## src/rtl/rlsf_pkg.sv

```systemverilog
package rlsf_pkg;

    ////////////////////////////////////////////////////////////////////////////////
    // Register map of the host port
    localparam logic [7:0] EVENT_FLAGS_ADDR  = 8'h08; // receive_event_flags
    localparam logic [7:0] LEVEL_STATUS_ADDR = 8'h09; // receive_level_and_loop_status

    // Bit positions in receive_event_flags
    localparam int ZERO_RUN_FLAG_BIT      = 7;
    localparam int LONG_ZERO_RUN_FLAG_BIT = 6;
    localparam int SUBST_WORD_FLAG_BIT    = 5;
    localparam int CL_CLEARED_FLAG_BIT    = 4;
    localparam int UA1_CLEARED_FLAG_BIT   = 3;
    localparam int JA_LIMIT_FLAG_BIT      = 2;
    localparam int EVENT_LOW_BIT          = 2;

    // Bit positions in receive_level_and_loop_status
    localparam int LEVEL_CODE_LSB         = 4;
    localparam int LOOPBACK_ACTIVE_BIT    = 1;
    localparam int SEC_TICK_FLAG_BIT      = 0;

    ////////////////////////////////////////////////////////////////////////////////
    // Zero runs, carrier loss set and clear criteria
    localparam logic [8:0] ZRUN_E1    = 9'h004;
    localparam logic [8:0] ZRUN_T1    = 9'h008;
    localparam logic [8:0] ZRUN_LONG  = 9'h010;
    localparam logic [8:0] ZRUN_MAX   = 9'h1ff;
    localparam logic [8:0] CL_SET_E1  = 9'h0ff;
    localparam logic [8:0] CL_SET_T1  = 9'h0c0;
    localparam logic [8:0] CL_WIN_E1  = 9'h0ff;
    localparam logic [8:0] CL_WIN_T1  = 9'h070;
    localparam logic [5:0] CL_ONES_E1 = 6'h20;
    localparam logic [5:0] CL_ONES_T1 = 6'h0e;

    // B8ZS mark pattern 000VB0VB, oldest bit first
    localparam logic [7:0] B8ZS_MARKS = 8'h1b;

    ////////////////////////////////////////////////////////////////////////////////
    // Unframed all-ones windows and thresholds
    localparam int         UA_WIN_W       = 19;
    localparam int         UA1_WIN_E1     = 512;
    localparam int         UA1_T1_WIN_MS  = 3;
    localparam int         CLK_FREQ_KHZ   = 100000;
    localparam int         UA1_T1_WIN_CYC = UA1_T1_WIN_MS * CLK_FREQ_KHZ;
    localparam logic [2:0] UA1_SET_MAX_E1 = 3'h1;
    localparam logic [2:0] UA1_CLR_MIN_E1 = 3'h3;
    localparam logic [2:0] UA1_SET_MAX_T1 = 3'h5;
    localparam logic [2:0] UA1_CLR_MIN_T1 = 3'h6;
    localparam logic [2:0] UA1_ZERO_MAX   = 3'h7;

    ////////////////////////////////////////////////////////////////////////////////
    // Timing in recovered bit periods and seconds
    localparam int         SEC_CNT_W   = 21;
    localparam int         SEC_BITS_E1 = 2048000;
    localparam int         SEC_BITS_T1 = 1544000;
    localparam logic [2:0] LB_HOLD_SEC = 3'h5;
    localparam int         JA_MARGIN   = 4;

    ////////////////////////////////////////////////////////////////////////////////
    // Carriers
    typedef struct packed {
        logic bit_en; // One recovered bit period
        logic pos;    // Positive mark
        logic neg;    // Negative mark
    } rlsf_line_s;

    typedef struct packed {
        logic       rd;   // Read strobe
        logic [7:0] addr; // Register address
    } rlsf_host_req_s;

    typedef enum logic {
        LB_OFF,
        LB_ON
    } rlsf_loop_e;

endpackage

```

## src/rtl/rlsf_flags.sv

```systemverilog
// Behaviour
// A run of 4 zeros (E1) or 8 zeros (T1) latches the zero-run flag.
// A run of 16 zeros latches the long-zero-run flag.
// An HDB3 (E1) or B8ZS (T1) codeword latches the substitution flag, decoding on or off.
// The carrier-loss-cleared flag latches when the carrier loss alarm clears.
// The all-ones-cleared flag latches when the unframed all-ones alarm goes away.
// The jitter-limit flag latches when the buffer fill is within 4 bits of its limit.
// Latched flags stay set until their register is read, then clear after the read.
// Event bits 1..0 and level bits 3..2 are unassigned and read as zero here.
// Level bits 7..4 show the real-time 4-bit receive level code.
// Loopback status sets after 5 s of loop-up and clears after 5 s of loop-down.
// Loopback status is held at zero while automatic loopback is disabled.
// The one-second flag sets on each second counted in recovered bit periods.
// Carrier loss clears on 32 ones in 255 bits (E1) or 14 ones in 112 from the first (T1).
// All-ones clears on more than two zeros in 512 bits (E1) or six zeros in 3 ms (T1).
// An event in the cycle of the read of its register survives for the next read.
// Line standard select low picks E1 rules, high picks T1 rules.
module rlsf_flags #(
    parameter int JA_W           = 8,                        // Jitter fill width
    parameter int UA1_T1_WIN_CYC = rlsf_pkg::UA1_T1_WIN_CYC, // 3 ms in clocks
    parameter int SEC_BITS_E1    = rlsf_pkg::SEC_BITS_E1,    // Bits per second, E1
    parameter int SEC_BITS_T1    = rlsf_pkg::SEC_BITS_T1     // Bits per second, T1
) (
    input  wire logic                     clk,                           // 100 MHz clock
    input  wire logic                     rst,                           // Async reset
    input  wire rlsf_pkg::rlsf_line_s     line,                          // Received bits
    input  wire logic [3:0]               rx_level_in,                   // Level code
    input  wire logic [JA_W-1:0]          ja_fill,                       // Jitter fill
    input  wire logic [JA_W-1:0]          ja_limit,                      // Usable limit
    input  wire logic                     loop_up_det,                   // Loop-up seen
    input  wire logic                     loop_down_det,                 // Loop-down seen
    input  wire logic                     line_standard_select,          // 0 E1, 1 T1
    input  wire logic                     auto_loopback_enable,          // Auto loopback
    input  wire logic                     rx_substitution_decode_enable, // Decode on
    input  wire rlsf_pkg::rlsf_host_req_s host_req,                      // Read request
    output logic [7:0]                    host_rdata,                    // Read data
    output logic                          host_rvalid,                   // Data valid
    output logic                          carrier_loss_alarm,            // Alarm level
    output logic                          unframed_all_ones_alarm,       // Alarm level
    output logic                          auto_remote_loopback_active    // Loopback state
);
    import rlsf_pkg::*;

    localparam logic [UA_WIN_W-1:0] UA_E1_LAST = UA_WIN_W'(UA1_WIN_E1 - 1);
    localparam logic [UA_WIN_W-1:0] UA_T1_LAST = UA_WIN_W'(UA1_T1_WIN_CYC - 1);
    localparam logic [JA_W:0]       JA_PAD     = (JA_W + 1)'(JA_MARGIN);

    typedef struct packed {
        logic [8:0]          zrun;
        logic [7:0]          mark_hist;
        logic [7:0]          pol_hist;
        logic                last_pol;
        logic                pre_pol;
        logic                cl_alarm;
        logic                cl_win_on;
        logic [8:0]          cl_win;
        logic [5:0]          cl_ones;
        logic                ua_alarm;
        logic [UA_WIN_W-1:0] ua_win;
        logic [2:0]          ua_zeros;
        rlsf_loop_e          lb;
        logic [2:0]          lb_secs;
        logic [7:2]          ev;
        logic                sec_flag;
        logic [3:0]          level;
        logic [7:0]          rdata;
        logic                rvalid;
    } rlsf_state_s;

    rlsf_state_s st_reg;
    rlsf_state_s st_next;
    logic        tick;
    logic        t1;
    logic        mark;
    logic        zero_bit;
    logic        rd_ev;
    logic        rd_lvl;
    logic        subst_hit;
    logic        ja_near;
    logic [7:2]  ev_set;

    ////////////////////////////////////////////////////////////////////////////////
    // One-second divider on recovered bit periods
    rlsf_sec_timer #(
        .SEC_BITS_E1 (SEC_BITS_E1),
        .SEC_BITS_T1 (SEC_BITS_T1)
    ) u_sec (
        .clk     (clk),
        .rst     (rst),
        .bit_en  (line.bit_en),
        .t1_mode (t1),
        .tick    (tick)
    );

    // Line decode and read decode
    assign t1       = line_standard_select;
    assign mark     = line.pos | line.neg;
    assign zero_bit = line.bit_en & ~mark;
    assign ja_near  = ({1'b0, ja_fill} + JA_PAD) >= {1'b0, ja_limit};

    always_comb begin
        rd_ev  = 1'b0;
        rd_lvl = 1'b0;
        if (host_req.rd && host_req.addr == EVENT_FLAGS_ADDR) begin
            rd_ev = 1'b1;
        end else if (host_req.rd && host_req.addr == LEVEL_STATUS_ADDR) begin
            rd_lvl = 1'b1;
        end
    end

    ////////////////////////////////////////////////////////////////////////////////
    // Next state
    always_comb begin
        logic       eff_pre;
        logic [7:0] w;
        logic [7:0] p;
        logic       hdb3;
        logic       b8zs;
        logic [2:0] zc;
        eff_pre   = st_reg.mark_hist[7] ? st_reg.pol_hist[7] : st_reg.pre_pol;
        w         = {st_reg.mark_hist[6:0], mark};
        p         = {st_reg.pol_hist[6:0], line.pos};
        hdb3      = mark && st_reg.mark_hist[1:0] == 2'b00 && line.pos == st_reg.last_pol;
        b8zs      = w == B8ZS_MARKS && p[4] == eff_pre && p[3] != p[4]
                    && p[1] == p[3] && p[0] != p[1];
        zc        = st_reg.ua_zeros;
        subst_hit = line.bit_en && (t1 ? b8zs : hdb3);
        st_next        = st_reg;
        st_next.rvalid = host_req.rd;
        st_next.level  = rx_level_in;
        ev_set         = '0;

        // Zero runs; equality fires once per run, the latch holds the rest
        if (line.bit_en) begin
            if (mark) begin
                st_next.zrun = '0;
            end else if (st_reg.zrun != ZRUN_MAX) begin
                st_next.zrun = st_reg.zrun + 9'h001;
            end
        end
        ev_set[ZERO_RUN_FLAG_BIT]      = zero_bit && st_next.zrun == (t1 ? ZRUN_T1 : ZRUN_E1);
        ev_set[LONG_ZERO_RUN_FLAG_BIT] = zero_bit && st_next.zrun == ZRUN_LONG;

        // Codeword history; watched whatever the decoder setting is
        if (line.bit_en) begin
            st_next.mark_hist = w;
            st_next.pol_hist  = p;
            st_next.pre_pol   = eff_pre;
            if (mark) begin
                st_next.last_pol = line.pos;
            end
        end
        ev_set[SUBST_WORD_FLAG_BIT] = subst_hit;

        // Carrier loss: E1 windows run back to back, T1 opens on the first one
        if (line.bit_en) begin
            if (!st_reg.cl_alarm) begin
                st_next.cl_win_on = 1'b0;
                st_next.cl_win    = '0;
                st_next.cl_ones   = '0;
                if (zero_bit && st_next.zrun == (t1 ? CL_SET_T1 : CL_SET_E1)) begin
                    st_next.cl_alarm = 1'b1;
                end
            end else if (st_reg.cl_win_on || !t1 || mark) begin
                st_next.cl_win_on = 1'b1;
                st_next.cl_win    = st_reg.cl_win + 9'h001;
                st_next.cl_ones   = st_reg.cl_ones + {5'h00, mark};
                if (st_next.cl_ones == (t1 ? CL_ONES_T1 : CL_ONES_E1)) begin
                    st_next.cl_alarm                = 1'b0;
                    ev_set[CL_CLEARED_FLAG_BIT]     = 1'b1;
                end else if (st_next.cl_win == (t1 ? CL_WIN_T1 : CL_WIN_E1)) begin
                    st_next.cl_win_on = 1'b0;
                    st_next.cl_win    = '0;
                    st_next.cl_ones   = '0;
                end
            end
        end

        // All-ones: E1 window in bits, T1 window in clocks
        if (t1 || line.bit_en) begin
            st_next.ua_win = st_reg.ua_win + UA_WIN_W'(1);
        end
        if (zero_bit && st_reg.ua_zeros != UA1_ZERO_MAX) begin
            zc = st_reg.ua_zeros + 3'h1;
        end
        st_next.ua_zeros = zc;
        if (t1 ? st_reg.ua_win >= UA_T1_LAST
               : (line.bit_en && st_reg.ua_win >= UA_E1_LAST)) begin
            st_next.ua_win   = '0;
            st_next.ua_zeros = '0;
            if (!st_reg.ua_alarm && zc <= (t1 ? UA1_SET_MAX_T1 : UA1_SET_MAX_E1)) begin
                st_next.ua_alarm = 1'b1;
            end else if (st_reg.ua_alarm && zc >= (t1 ? UA1_CLR_MIN_T1 : UA1_CLR_MIN_E1)) begin
                st_next.ua_alarm             = 1'b0;
                ev_set[UA1_CLEARED_FLAG_BIT] = 1'b1;
            end
        end

        ev_set[JA_LIMIT_FLAG_BIT] = ja_near;

        // Automatic remote loopback, seconds counted while the code persists
        case (st_reg.lb)
            LB_OFF: begin
                if (!loop_up_det) begin
                    st_next.lb_secs = '0;
                end else if (tick) begin
                    st_next.lb_secs = st_reg.lb_secs + 3'h1;
                    if (st_next.lb_secs == LB_HOLD_SEC) begin
                        st_next.lb      = LB_ON;
                        st_next.lb_secs = '0;
                    end
                end
            end
            LB_ON: begin
                if (!loop_down_det) begin
                    st_next.lb_secs = '0;
                end else if (tick) begin
                    st_next.lb_secs = st_reg.lb_secs + 3'h1;
                    if (st_next.lb_secs == LB_HOLD_SEC) begin
                        st_next.lb      = LB_OFF;
                        st_next.lb_secs = '0;
                    end
                end
            end
            default: begin
                st_next.lb = LB_OFF;
            end
        endcase
        if (!auto_loopback_enable) begin
            st_next.lb      = LB_OFF;
            st_next.lb_secs = '0;
        end

        // Read data captured before clearing; a set in the read cycle wins
        if (rd_ev) begin
            st_next.rdata = {st_reg.ev, 2'b00};
        end else if (rd_lvl) begin
            st_next.rdata = {st_reg.level, 2'b00, st_reg.lb == LB_ON, st_reg.sec_flag};
        end else if (host_req.rd) begin
            st_next.rdata = 8'h00;
        end
        st_next.ev       = (rd_ev ? '0 : st_reg.ev) | ev_set;
        st_next.sec_flag = (rd_lvl ? 1'b0 : st_reg.sec_flag) | tick;
    end

    // State register
    always_ff @(posedge clk or posedge rst) begin
        if (rst) begin
            st_reg <= '0;
        end else begin
            st_reg <= st_next;
        end
    end

    // Outputs
    assign host_rdata                  = st_reg.rdata;
    assign host_rvalid                 = st_reg.rvalid;
    assign carrier_loss_alarm          = st_reg.cl_alarm;
    assign unframed_all_ones_alarm     = st_reg.ua_alarm;
    assign auto_remote_loopback_active = st_reg.lb == LB_ON;
endmodule

```

## src/rtl/rlsf_sec_timer.sv

```systemverilog
module rlsf_sec_timer #(
    parameter int SEC_BITS_E1 = rlsf_pkg::SEC_BITS_E1, // Bits per second, E1
    parameter int SEC_BITS_T1 = rlsf_pkg::SEC_BITS_T1  // Bits per second, T1
) (
    input  wire logic clk,    // System clock
    input  wire logic rst,    // Async reset
    input  wire logic bit_en, // Recovered bit period
    input  wire logic t1_mode, // Line standard
    output logic      tick    // One-second pulse
);
    import rlsf_pkg::*;

    localparam logic [SEC_CNT_W-1:0] E1_LAST = SEC_CNT_W'(SEC_BITS_E1 - 1);
    localparam logic [SEC_CNT_W-1:0] T1_LAST = SEC_CNT_W'(SEC_BITS_T1 - 1);

    typedef struct packed {
        logic [SEC_CNT_W-1:0] cnt;
        logic                 tick;
    } rlsf_tmr_s;

    rlsf_tmr_s st_reg;
    rlsf_tmr_s st_next;

    ////////////////////////////////////////////////////////////////////////////////
    // Count bit periods; >= keeps a mode change from running past the end
    always_comb begin
        st_next      = st_reg;
        st_next.tick = 1'b0;
        if (bit_en) begin
            if (st_reg.cnt >= (t1_mode ? T1_LAST : E1_LAST)) begin
                st_next.cnt  = '0;
                st_next.tick = 1'b1;
            end else begin
                st_next.cnt = st_reg.cnt + SEC_CNT_W'(1);
            end
        end
    end

    // State register
    always_ff @(posedge clk or posedge rst) begin
        if (rst) begin
            st_reg <= '0;
        end else begin
            st_reg <= st_next;
        end
    end

    assign tick = st_reg.tick;
endmodule

```

## config.mk

```make
export PLATFORM = sky130hd
export DESIGN_NAME = rlsf_flags
export DESIGN_NICKNAME = d
export VERILOG_FILES = /design/src/rtl/rlsf_pkg.sv /design/src/rtl/rlsf_flags.sv /design/src/rtl/rlsf_sec_timer.sv
export SDC_FILE = /design/constraint.sdc
export NUM_CORES = 1
export LEC_CHECK = 0
export BUFFER_PORTS_ARGS = -buffer_cell sky130_fd_sc_hd__buf_2
export CAP_MARGIN = 20
export CORE_ASPECT_RATIO = 1.4
export CORE_MARGIN = 5
export CORE_UTILIZATION = 30
export CTS_CLUSTER_DIAMETER = 30
export CTS_CLUSTER_SIZE = 40
export DETAILED_ROUTE_END_ITERATION = 10
export MAX_ROUTING_LAYER = met4
export PLACE_DENSITY = 0.58
export SYNTH_ARGS = -nofsm -noshare
export SYNTH_HDL_FRONTEND = slang
export SYNTH_SLANG_ARGS = --single-unit
```

## constraint.sdc

```tcl
create_clock -name clk -period 3.4 [get_ports clk]
set_input_delay 0.51 -clock clk [delete_from_list [all_inputs] [get_ports clk]]
set_output_delay 0.51 -clock clk [all_outputs]
set_load 0.05 [all_outputs]
```

== Word level (Yosys, flattened, before mapping) ==
Cells that the tools add are included.

* Add/subtract/negate cells: 8
* Order comparisons: 6
* Equal/unequal tests: 19
* Muxes and demuxes: 52
* Bitwise logic cells: 6
* Reduce and logical (&&, ||, !) cells: 29

{| class="wikitable"
|+ Operators by type and width
! kind !! number
|-
| $mux 17 || 2
|-
| $mux 16 || 2
|-
| $mux 8 || 4
|-
| $mux 9 || 3
|-
| $mux 4 || 6
|-
| $mux 1 || 22
|-
| $mux 22 || 1
|-
| $add 21x1->21 const B || 1
|-
| $ge 21x21->1 || 1
|-
| $mux 21 || 1
|-
| $mux 20 || 1
|-
| $add 19x1->19 const B || 1
|-
| $ge 19x19->1 const B || 1
|-
| $ge 19x9->1 const B || 1
|-
| $mux 19 || 1
|-
| $add 9x1->9 const B || 2
|-
| $eq 9x8->1 || 2
|-
| $mux 6 || 3
|-
| $eq 8x4->1 const B || 2
|-
| $logic_and 1x1->1 || 16
|-
| $mux 3 || 5
|-
| $add 8x3->9 const B || 1
|-
| $eq 9x4->1 || 1
|-
| $eq 9x5->1 const B || 1
|-
| other kinds (25) || 39
|}

* Flip-flop bits (word level): 113
* Bits of input ports: 39
* Output and inout bits: 12
* Word-level logic and storage cells: 141

== Logic depth before layout (Yosys ltp) ==
Gate-level depths: netlist of the first run.

* Depth after elaboration: 11
* Gate-level depth with buffers: 12
* Mapped depth without buffers: 10

== Hierarchy ==
Synthesis of the first run repeated with hierarchy kept, for this count alone.

* Cells, all modules: 681
* Area total of the unflattened synthesis: 6568.8 sq um

{| class="wikitable"
|+ Modules (own cells, without submodules)
! module !! instances !! cells each !! area each (sq um) !! sequential area each (sq um)
|-
| rlsf_flags || 1 || 535 || 5210.0 || 2277.2
|-
| rlsf_sec_timer || 1 || 146 || 1358.8 || 550.5
|}

== Worst setup path after synthesis of the first run ==
No wires, ideal clock.

* Kind: input to register
* Start point: in line[1] (netlist name)
* End point: reg st_reg[55] (netlist name)
* Library setup time: 0.096 ns
* Data arrival time: 3.014 ns
* Data required time: 3.304 ns
* Path slack: 0.291 ns
* Stages on the path: 12
* Path buffers: 2
* Cell sequence: clkbuf_1 > nor2_1 > inv_1 > ha_1 > ha_1 > xor2_1 > nand3_1 > or4_4 > a2111oi_4 > a21oi_2 > buf_6 > o32ai_2

* Longest elaborated chain between the ends: 6
* Elaborated cells between the ends (all ways): 9
* Those cells by class: add/sub (1); eq/ne (2); mux (3); bitwise (1); reduce/logical (2)

{| class="wikitable"
|+ Ends and longest elaborated chain
! what !! RTL line !! RTL
|-
| start, declared || rlsf_flags.sv:26 || <nowiki>input wire rlsf_pkg::rlsf_line_s line,</nowiki>
|-
| $or 1x1->1 * || rlsf_flags.sv:97 || <nowiki>assign mark = line.pos | line.neg;</nowiki>
|-
| named net mark || rlsf_flags.sv:74 || <nowiki>logic mark;</nowiki>
|-
| $add 6x1->6 || rlsf_flags.sv:167 || <nowiki>st_next.cl_ones = st_reg.cl_ones + {5'h00, mark};</nowiki>
|-
| $eq 6x6->1 || rlsf_flags.sv:168 || <nowiki>if (st_next.cl_ones == (t1 ? CL_ONES_T1 : CL_ONES_E1)) begin</nowiki>
|-
| $mux 16 || rlsf_flags.sv:168 ||
|-
| $mux 17 || rlsf_flags.sv:164 || <nowiki>end else if (st_reg.cl_win_on || !t1 || mark) begin</nowiki>
|-
| $mux 17 || rlsf_flags.sv:157 || <nowiki>if (!st_reg.cl_alarm) begin</nowiki>
|-
| end signal, assigned || rlsf_flags.sv:251 || <nowiki>st_reg <= st_next;</nowiki>
|-
| end, declared || rlsf_flags.sv:70 || <nowiki>rlsf_state_s st_reg;</nowiki>
|}

Mark *: on every way through the listed nets, which the timed path passes. The rest lies on a longest branch. The select of a mux whose other input is x is not followed.
A chain may end at the register's enable or synchronous reset.

== Final worst setup path of the first run ==
* Start point: reg st_reg[37] (netlist name)
* End point: reg st_reg[39] (netlist name)

* Longest elaborated chain between the ends: 4
* Elaborated cells between the ends (all ways): 8
* Those cells by class: add/sub (1); order compare (2); mux (3); reduce/logical (2)

{| class="wikitable"
|+ Ends and longest elaborated chain
! what !! RTL line !! RTL
|-
| $ge 19x9->1 || rlsf_flags.sv:188 || <nowiki>: (line.bit_en && st_reg.ua_win >= UA_E1_LAST)) begin</nowiki>
|-
| $logic_and 1x1->1 || rlsf_flags.sv:188 ||
|-
| $mux 1 || rlsf_flags.sv:187 || <nowiki>if (t1 ? st_reg.ua_win >= UA_T1_LAST</nowiki>
|-
| $mux 22 or $reduce_bool 2->1 (tied branches) || - ||
|}

Parallel ways exist; a longest one is shown, timed or not. The select of a mux whose other input is x is not followed.

==> flow_summary.ini, run 1 <==
[cts]
clk_pin_slew_ns = 0.05
cts_tree = yes
worstSkewPairLatency_ns = 0.41
htreeDepth = 4
cts_made_buffers = 17
cts.path.max_buffers = 2
cts_hold_buf = 0
postCtsSetupBuffers = 0
post_cts_resized = 0
clock-root-buffer = clkbuf_16
clock_sinks = 113

[cells_and_area]
utilization = 0.354
final_common_cell = dfrtp_1
largest_reg_flops = 79
drive_gt1_frac = 0.174
final_cell_mix = dfrtp_1, nor2_1, buf_2
final_cell_area_um2 = 7440
area_delta_synth_final_pct = 17.0
nets = 772

[critical_path]
slowest_delay_ns = 0.82
slowest_stage = a31oi_1
r2r-start = st_reg[37]
cp-end-kind = flop
arrival_ns = 3.19
crit_chain = nor4_1, o21ai_0, a31oi_1, o22ai_1, buf_4, nor2_1
worstPathMaxFanout = 13
r2r_slack_ns = 0.55
crit_required_ns = 3.74
critPathKind = reg2reg
cp-start-kind = flop
r2r_cells = 6
startpoint = st_reg[37]

[sta]
setup_viol = 0
finalCritPeriodShare = 0.839
fmax_ghz = 0.351
period_needed_ns = 2.85
finalSetupTns_ns = 0
skew_ns = 0.00633
hold_viol_final = 0
tightest_slew_ns = 0.963
maxSlewHeadroom = 0.355
setup_slack_ns = 0.548
rsz0062_at_grt = no
slew_violations = 0

[grt]
grt_max_degree = 114
grt_pass1_wl_mm = 23.4
grt_pass1_vias = 4833
overflow = 0
antenna_found_initial = 1
grt_usage = 0.120

[yosys]
synth_top_family_by_area = simple AND/OR/NAND/NOR gates
synth_edf_count = 0
yosysWarnings = 0
ys.flop_type = dfrtp_1
yosysTopAreaCell = dfrtp_1
ys_ff_latch = 113
synthArstFlopShare = 1.00
synth_nets = 723
synth_mux_area_frac = 0.0496
yosys.area.top_type_share = 0.445
seq_area_frac_synth = 0.445
netlist_instances = 657
yosysUniqueCellTypes = 65
synthSimpleGateAreaFrac = 0.193
synth-xor-area-share = 0.0633
syn_area_per_cell_um2 = 9.68
synth_compound_area_frac = 0.144
netlist_area_um2 = 6360
synthAdderAreaFrac = 0.0531
ys_top_cells_by_area = dfrtp_1, ha_1, xor2_1, mux2_2, nor2_1

[floorplan]
ios = 51
initial_core_util = 0.302
rows = 63
dieArea_um2 = 24300
dieWidth_um = 133
core_um2 = 21000
fp.dieH_um = 182

[power_and_ir_drop]
leakagePower_uw = 0.00331
ir_drop_v = 0.000315
p_per_area_nw_per_um2 = 571

[route]
dr.first_iter.drc_count = 292
wl_mm = 13.5
drt.antenna.violating_nets = 0
post_drt_wl_per_cell_um = 13.8
drcViolationCount = 0
dr.pass1.iters = 4
vias_per_cell = 5.04
vias = 4935

[worst_hold_path]
hold_depth = 1
hp-start = rx_level_in[2]
hold_class = in2reg

[flow_run]
drv_cap = 0

[place]
place.gp.congestion = 0.803
pre_cts_ws_ns = 0.321
post-dp-hpwl_mm = 9.33
portBuffers = 49
placed_area_um2 = 6890

[run_status]
status = completed
[metrics by stage]
| step | std cells | power, µW | hold WS [ns] |
|---|---|---|---|
| CTS | 978 | 4310 | 0.183 |
| global route | 979 | 4520 | 0.181 |
| detailed placement | 947 | 2620 | 0.472 |
| global placement | 947 | 2600 | 0.468 |
| finish | 980 | 4250 | 0.206 |
| floorplan | 657 | 2410 | 0.448 |
[area by class of cell]
| cell class | instances | area [µm²] |
|---|---|---|
| inverter | 43 | 165 |
| tap | 260 | 325 |
| clock buffer | 25 | 495 |
| antenna | 2 | 5.00 |
| fill | 2137 | 13600 |
| sequential | 113 | 2830 |
| clock inverter | 6 | 55.1 |
| timing repair buffer | 63 | 363 |
| multi-input combinational | 468 | 3200 |
[report_power, final]
| part | switching [µW] | internal, µW |
|---|---|---|
| clock network | 580 | 1070 |
| logic | 425 | 368 |
| registers | 240 | 1560 |
[per-layer routing]
layer  GRT usage  up-vias  part of all wire
met3      0.0320       17             0.036
met1       0.138     2382              0.45
li1            -     2463                 -
met2       0.196       73              0.50
met4      0.0503        0             0.020
met5           -        -                 0
[path summary, 6_finish.rpt]
kind	to
hold / removal	st_reg[11]
max in group asynchronous	st_reg[88]
min in group asynchronous	st_reg[71]
setup / recovery	st_reg[39]
hold reg to reg	host_rdata[0]
setup reg to reg	st_reg[39]
[logic make-up after synthesis]
| group | Yosys count |
|---|---|
| DFF | 113 |
| AOI/OAI and AO/OA | 130 |
| adders and majority gates | 27 |
| and+or+nand+nor | 236 |
| xor gates and xnor gates | 46 |
| muxes | 29 |
| buffers and inverters | 76 |
[cell usage after synthesis, types with 4 or more instances]
library cell and instances:
nand2b_1 5, nor3_1 13, and3_1 13, nand3_1 37, nand4_1 14, buf_2 4, o21ai_0 41, a31oi_1 4
mux2i_1 9, nor2_1 56, nor4_1 13, xor2_1 26, and2_1 5, clkbuf_1 16, ha_1 27, nand2_1 46
buf_1 4, o211ai_1 4, a211o_1 4, a41oi_1 4, a22o_1 8, nor2b_1 6, a21oi_1 14, mux2_2 20
o22ai_1 9, dfrtp_1 113, xnor2_1 20, and4_1 8, inv_1 42, buf_4 8, o2111ai_1 5, nand3b_1 4
o21a_1 4
[worst max-delay path, delay by kind of cell, from the launching register on]
family	cells	cell delay, ns
AO/OA/AOI/OAI	3	1.35
AND/OR/NAND/NOR	2	0.73
flip-flops	1	0.42
buffers and inverters	1	0.29
Note: power is estimated with default switching activity, not from simulation.
==> run 2, diff against run 1 <==
- clock period: 3.4 -> 2.3 ns (I/O delays scaled with it)
==> flow_summary.ini, run 2 (same netlist as run 1, synthesis figures left out) <==
[cells_and_area]
final_common_cell = dfrtp_1
area_delta_synth_final_pct = 28.6
drive_gt1_frac = 0.274
nets = 838
final_cell_mix = dfrtp_1, buf_4, nor2_1
n_antenna_cell = 0
multi_input_area_um2 = 3380
ff_latch_area_um2 = 2830
fillers = 2044
final_cells = 1045
largest_reg_flops = 79

[cts]
cts.path.max_buffers = 2
worstSkewPairLatency_ns = 0.42
cts_tree = yes
clock-root-buffer = clkbuf_16
cts_made_buffers = 17
clock_sinks = 113
clk_pin_slew_ns = 0.06
htreeDepth = 4

[critical_path]
crit_required_ns = 2.58
critPathMostFrequentCell = buf_4
worstPathMaxFanout = 5
cp-end-kind = flop
r2r-start = st_reg[53]
slowest_stage = or4_4
startpoint = st_reg[53]
slowest_delay_ns = 0.55
critPathKind = reg2reg
crit_chain = buf_4, nand2_1, nor3_2, buf_4, xnor2_1, or4_4, buf_6, a211oi_4, o32ai_1
cp-start-kind = flop
arrival_ns = 2.62

[place]
portBuffers = 49
place.gp.congestion = 0.842
pre_cts_ws_ns = -0.363
dp.cells = 1008
post-dp-hpwl_mm = 11.0

[floorplan]
ios = 51
fp.dieH_um = 182
core_um2 = 21000
rows = 63
initial_core_util = 0.302
dieArea_um2 = 24300
dieWidth_um = 133

[route]
wl_mm = 14.8
vias = 5198
dr.pass1.iters = 4
drt.antenna.violating_nets = 0
vias_per_cell = 4.97
dr.first_iter.drc_count = 240
post_drt_wl_per_cell_um = 14.2
drcViolationCount = 0

[sta]
finalSetupTns_ns = -0.111
tightest_slew_ns = 0.743
fmax_ghz = 0.428
maxSlewHeadroom = 0.504
rsz0062_at_grt = yes
period_needed_ns = 2.34
setup_viol = 7
finalCritPeriodShare = 1.02
setup_slack_ns = -0.0374
hold_viol_final = 0
slew_violations = 0
skew_ns = 0.00484

[flow_run]
drv_cap = 0

[grt]
gr-usage-met2 = 0.226
antenna_found_initial = 0
grt_max_degree = 32
met3_usage = 0.0268
busiest_layer = met2
overflow = 0
grt_usage = 0.133
grt_pass1_wl_mm = 25.8
grt_pass1_vias = 5334
grt_util_met1 = 0.147

[run_status]
status = complete, but fails checks
violations = setup timing

[power_and_ir_drop]
leakagePower_uw = 0.00368
report.power.total_uw = 6890
ir_drop_v = 0.000620
p_per_area_nw_per_um2 = 843

[worst_hold_path]
hold_class = in2reg
hp-start = rx_level_in[1]
run 2: metrics by stage:
step | utilization | hold WS [ns] | instance area, µm²
after CTS | 0.385 | 0.0108 | 8110
final | 0.389 | 0.0319 | 8180
after detailed placement | 0.352 | 0.455 | 7400
after floorplan | - | 0.376 | 6420
after global routing | 0.389 | 0.0166 | 8180
after global placement | 0.352 | 0.455 | 7400
run 2: layout make-up:
| class | count | share of cell area |
|---|---|---|
| multi-input combinational | 468 | 0.414 |
| sequential | 113 | 0.346 |
| timing repair buffer | 129 | 0.108 |
| clock buffer | 17 | 0.0520 |
| tap | 260 | 0.0398 |
| inverter | 43 | 0.0202 |
| clock inverter | 15 | 0.0199 |
run 2: path summary, 6_finish.rpt:
path / to / slack [ns] / depth (start not counted)
max in group asynchronous: st_reg[56] / 1.59 / 3
hold / removal: st_reg[10] / 0.03 / 1
setup reg to reg: st_reg[59] / -0.04 / 9
min in group asynchronous: st_reg[67] / 0.06 / 2
hold reg to reg: host_rdata[0] / 0.49 / 2
setup / recovery: st_reg[59] / -0.04 / 9
run 2: report_power, final:
| part | leakage (µW) | internal (µW) | switching [µW] | total, µW |
|---|---|---|---|---|
| logic | 0.00195 | 841 | 800 | 1640 |
| registers | 0.00145 | 2310 | 353 | 2660 |
| clock network | 0.000279 | 1600 | 986 | 2590 |
run 2: worst max-delay path: cells and delay by family (launching register included):
kind	cells	cell delay, ns
buf+inv	3	0.45
simple gates	3	0.73
compound gates	2	0.49
flops	1	0.41
xor+xnor	1	0.11
run 2: what timing repair did:
action,CTS,global route
hold endpoints to repair,0,0
buffers inserted,3,2
hold buffers,0,0
pin swaps,19,5
endpoints found under the setup margin,17,24
gates resized for setup,15,9
run 2: routing by layer:
metal	up-vias	share of wire
met1	2474	0.41
met4	0	0.035
met3	32	0.032
met2	94	0.52
met5	-	0
li1	2598	-
==> run 3, diff against run 2 <==
- ABC_CLOCK_PERIOD_IN_PS: default -> 2300
- PLACE_DENSITY: 0.58 -> 0.52
==> flow_summary.ini, run 3 (same netlist as run 1, synthesis figures left out) <==
[run_status]
status = complete, but fails checks
violations = setup timing

[grt]
grt_max_degree = 41
antenna_found_initial = 0
grt_pass1_vias = 5140
grt_pass1_wl_mm = 24.9
grt_usage = 0.130
overflow = 0

[power_and_ir_drop]
leakagePower_uw = 0.00369
ir_drop_v = 0.000538
p_per_area_nw_per_um2 = 841
report.power.total_uw = 6910

[cts]
htreeDepth = 4
cts_hold_buf = 0
cts.path.max_buffers = 2
worstSkewPairLatency_ns = 0.42
cts_tree = yes
clock_sinks = 113
clk_pin_slew_ns = 0.06
clock-root-buffer = clkbuf_16
cts_made_buffers = 17

[sta]
skew_ns = 0.00901
finalSetupTns_ns = -0.464
setup_slack_ns = -0.103
period_needed_ns = 2.40
hold_viol_final = 0
finalCritPeriodShare = 1.04
setup_viol = 11
maxSlewHeadroom = 0.447
fmax_ghz = 0.416
slew_violations = 0
rsz0062_at_grt = yes
tightest_slew_ns = 0.824

[floorplan]
dieWidth_um = 133
fp.dieH_um = 182
core_um2 = 21000
rows = 63
dieArea_um2 = 24300
ios = 51
initial_core_util = 0.302

[cells_and_area]
n_antenna_cell = 0
utilization = 0.390
drive_gt1_frac = 0.278
ff_latch_area_um2 = 2830
area_delta_synth_final_pct = 29.2
final_common_cell = dfrtp_1
nets = 841
fillers = 2052
multi_input_area_um2 = 3380
largest_reg_flops = 79
final_cell_mix = dfrtp_1, buf_4, nor2_1

[place]
portBuffers = 49
place.gp.congestion = 0.853
post-dp-hpwl_mm = 11.0
pre_cts_ws_ns = -0.358

[route]
dr.first_iter.drc_count = 233
drcViolationCount = 0
vias_per_cell = 4.99
wl_mm = 14.9
drt.antenna.violating_nets = 0
vias = 5226
dr.pass1.iters = 4
post_drt_wl_per_cell_um = 14.3

[worst_hold_path]
hold_class = in2reg

[critical_path]
cp-end-kind = flop
arrival_ns = 2.72
crit_required_ns = 2.62
critPathKind = reg2reg
worstPathMaxFanout = 6
cp-start-kind = flop

[flow_run]
drv_cap = 0
[run 3: cell count changes in the layout (fill, tap and decap cells not counted), moves of 2 or more]
cell	previous run	this run
buf_12	3	5
clkinv_4	7	4
clkinvlp_4	4	7
ha_2	1	3
o21ai_0	40	34
o21ai_1	2	7
[run 3: final cells by class]
class | count | area share
Inverter | 43 | 0.0201
Tap cell | 260 | 0.0396
Clock inverter | 15 | 0.0198
Timing Repair Buffer | 131 | 0.113
Multi-Input combinational cell | 469 | 0.411
Clock buffer | 17 | 0.0518
Sequential cell | 113 | 0.344
[run 3: repair_timing]
item,CTS,global route
pin swaps,22,10
endpoints found under the setup margin,17,19
gates resized for setup,18,14
setup buffers,3,6
gates cloned,0,1
[run 3: critical path, stage by stage (launching register included)]
cell	delay [ns]
dfrtp_1	0.41
ha_4	0.18
ha_4	0.16
xor2_2	0.14
nand3_1	0.10
or4_4	0.44
a2111oi_4	0.37
buf_4	0.20
a21oi_4	0.06
o32ai_1	0.23
[run 3: report_power, final]
part           internal (µW)  switching [µW]  leakage [µW]
registers               2310             340       0.00145
logic                    854             798       0.00198
clock network           1600            1000      0.000268
[run 3: worst paths after layout]
path	from	end	slack [ns]	depth (start not counted)
worst min-delay path	rx_level_in[2]	st_reg[11]	0.03	1
worst max-delay path	st_reg[47]	st_reg[58]	-0.10	9
worst min register to register	st_reg[13]	host_rdata[0]	0.48	2
min in group asynchronous	rst	st_reg[71]	0.04	2
max in group asynchronous	rst	st_reg[33]	1.62	3
worst max register to register	st_reg[47]	st_reg[58]	-0.10	9
[run 3: stage by stage]
stage               instance area [µm²]  cells  hold slack [ns]
floorplan                          6420    657            0.376
CTS                                8140   1042           0.0158
finish                             8210   1048           0.0301
global placement                   7420   1007            0.455
detailed placement                 7420   1007            0.455
global route                       8210   1048           0.0104
[run 3: metal layers]
metal | GRT usage | share of wire | vias to the layer above
li1 | - | - | 2609
met1 | 0.140 | 0.42 | 2517
met2 | 0.230 | 0.53 | 75
met3 | 0.0292 | 0.030 | 25
met4 | 0.0491 | 0.021 | 0
met5 | - | 0 | -
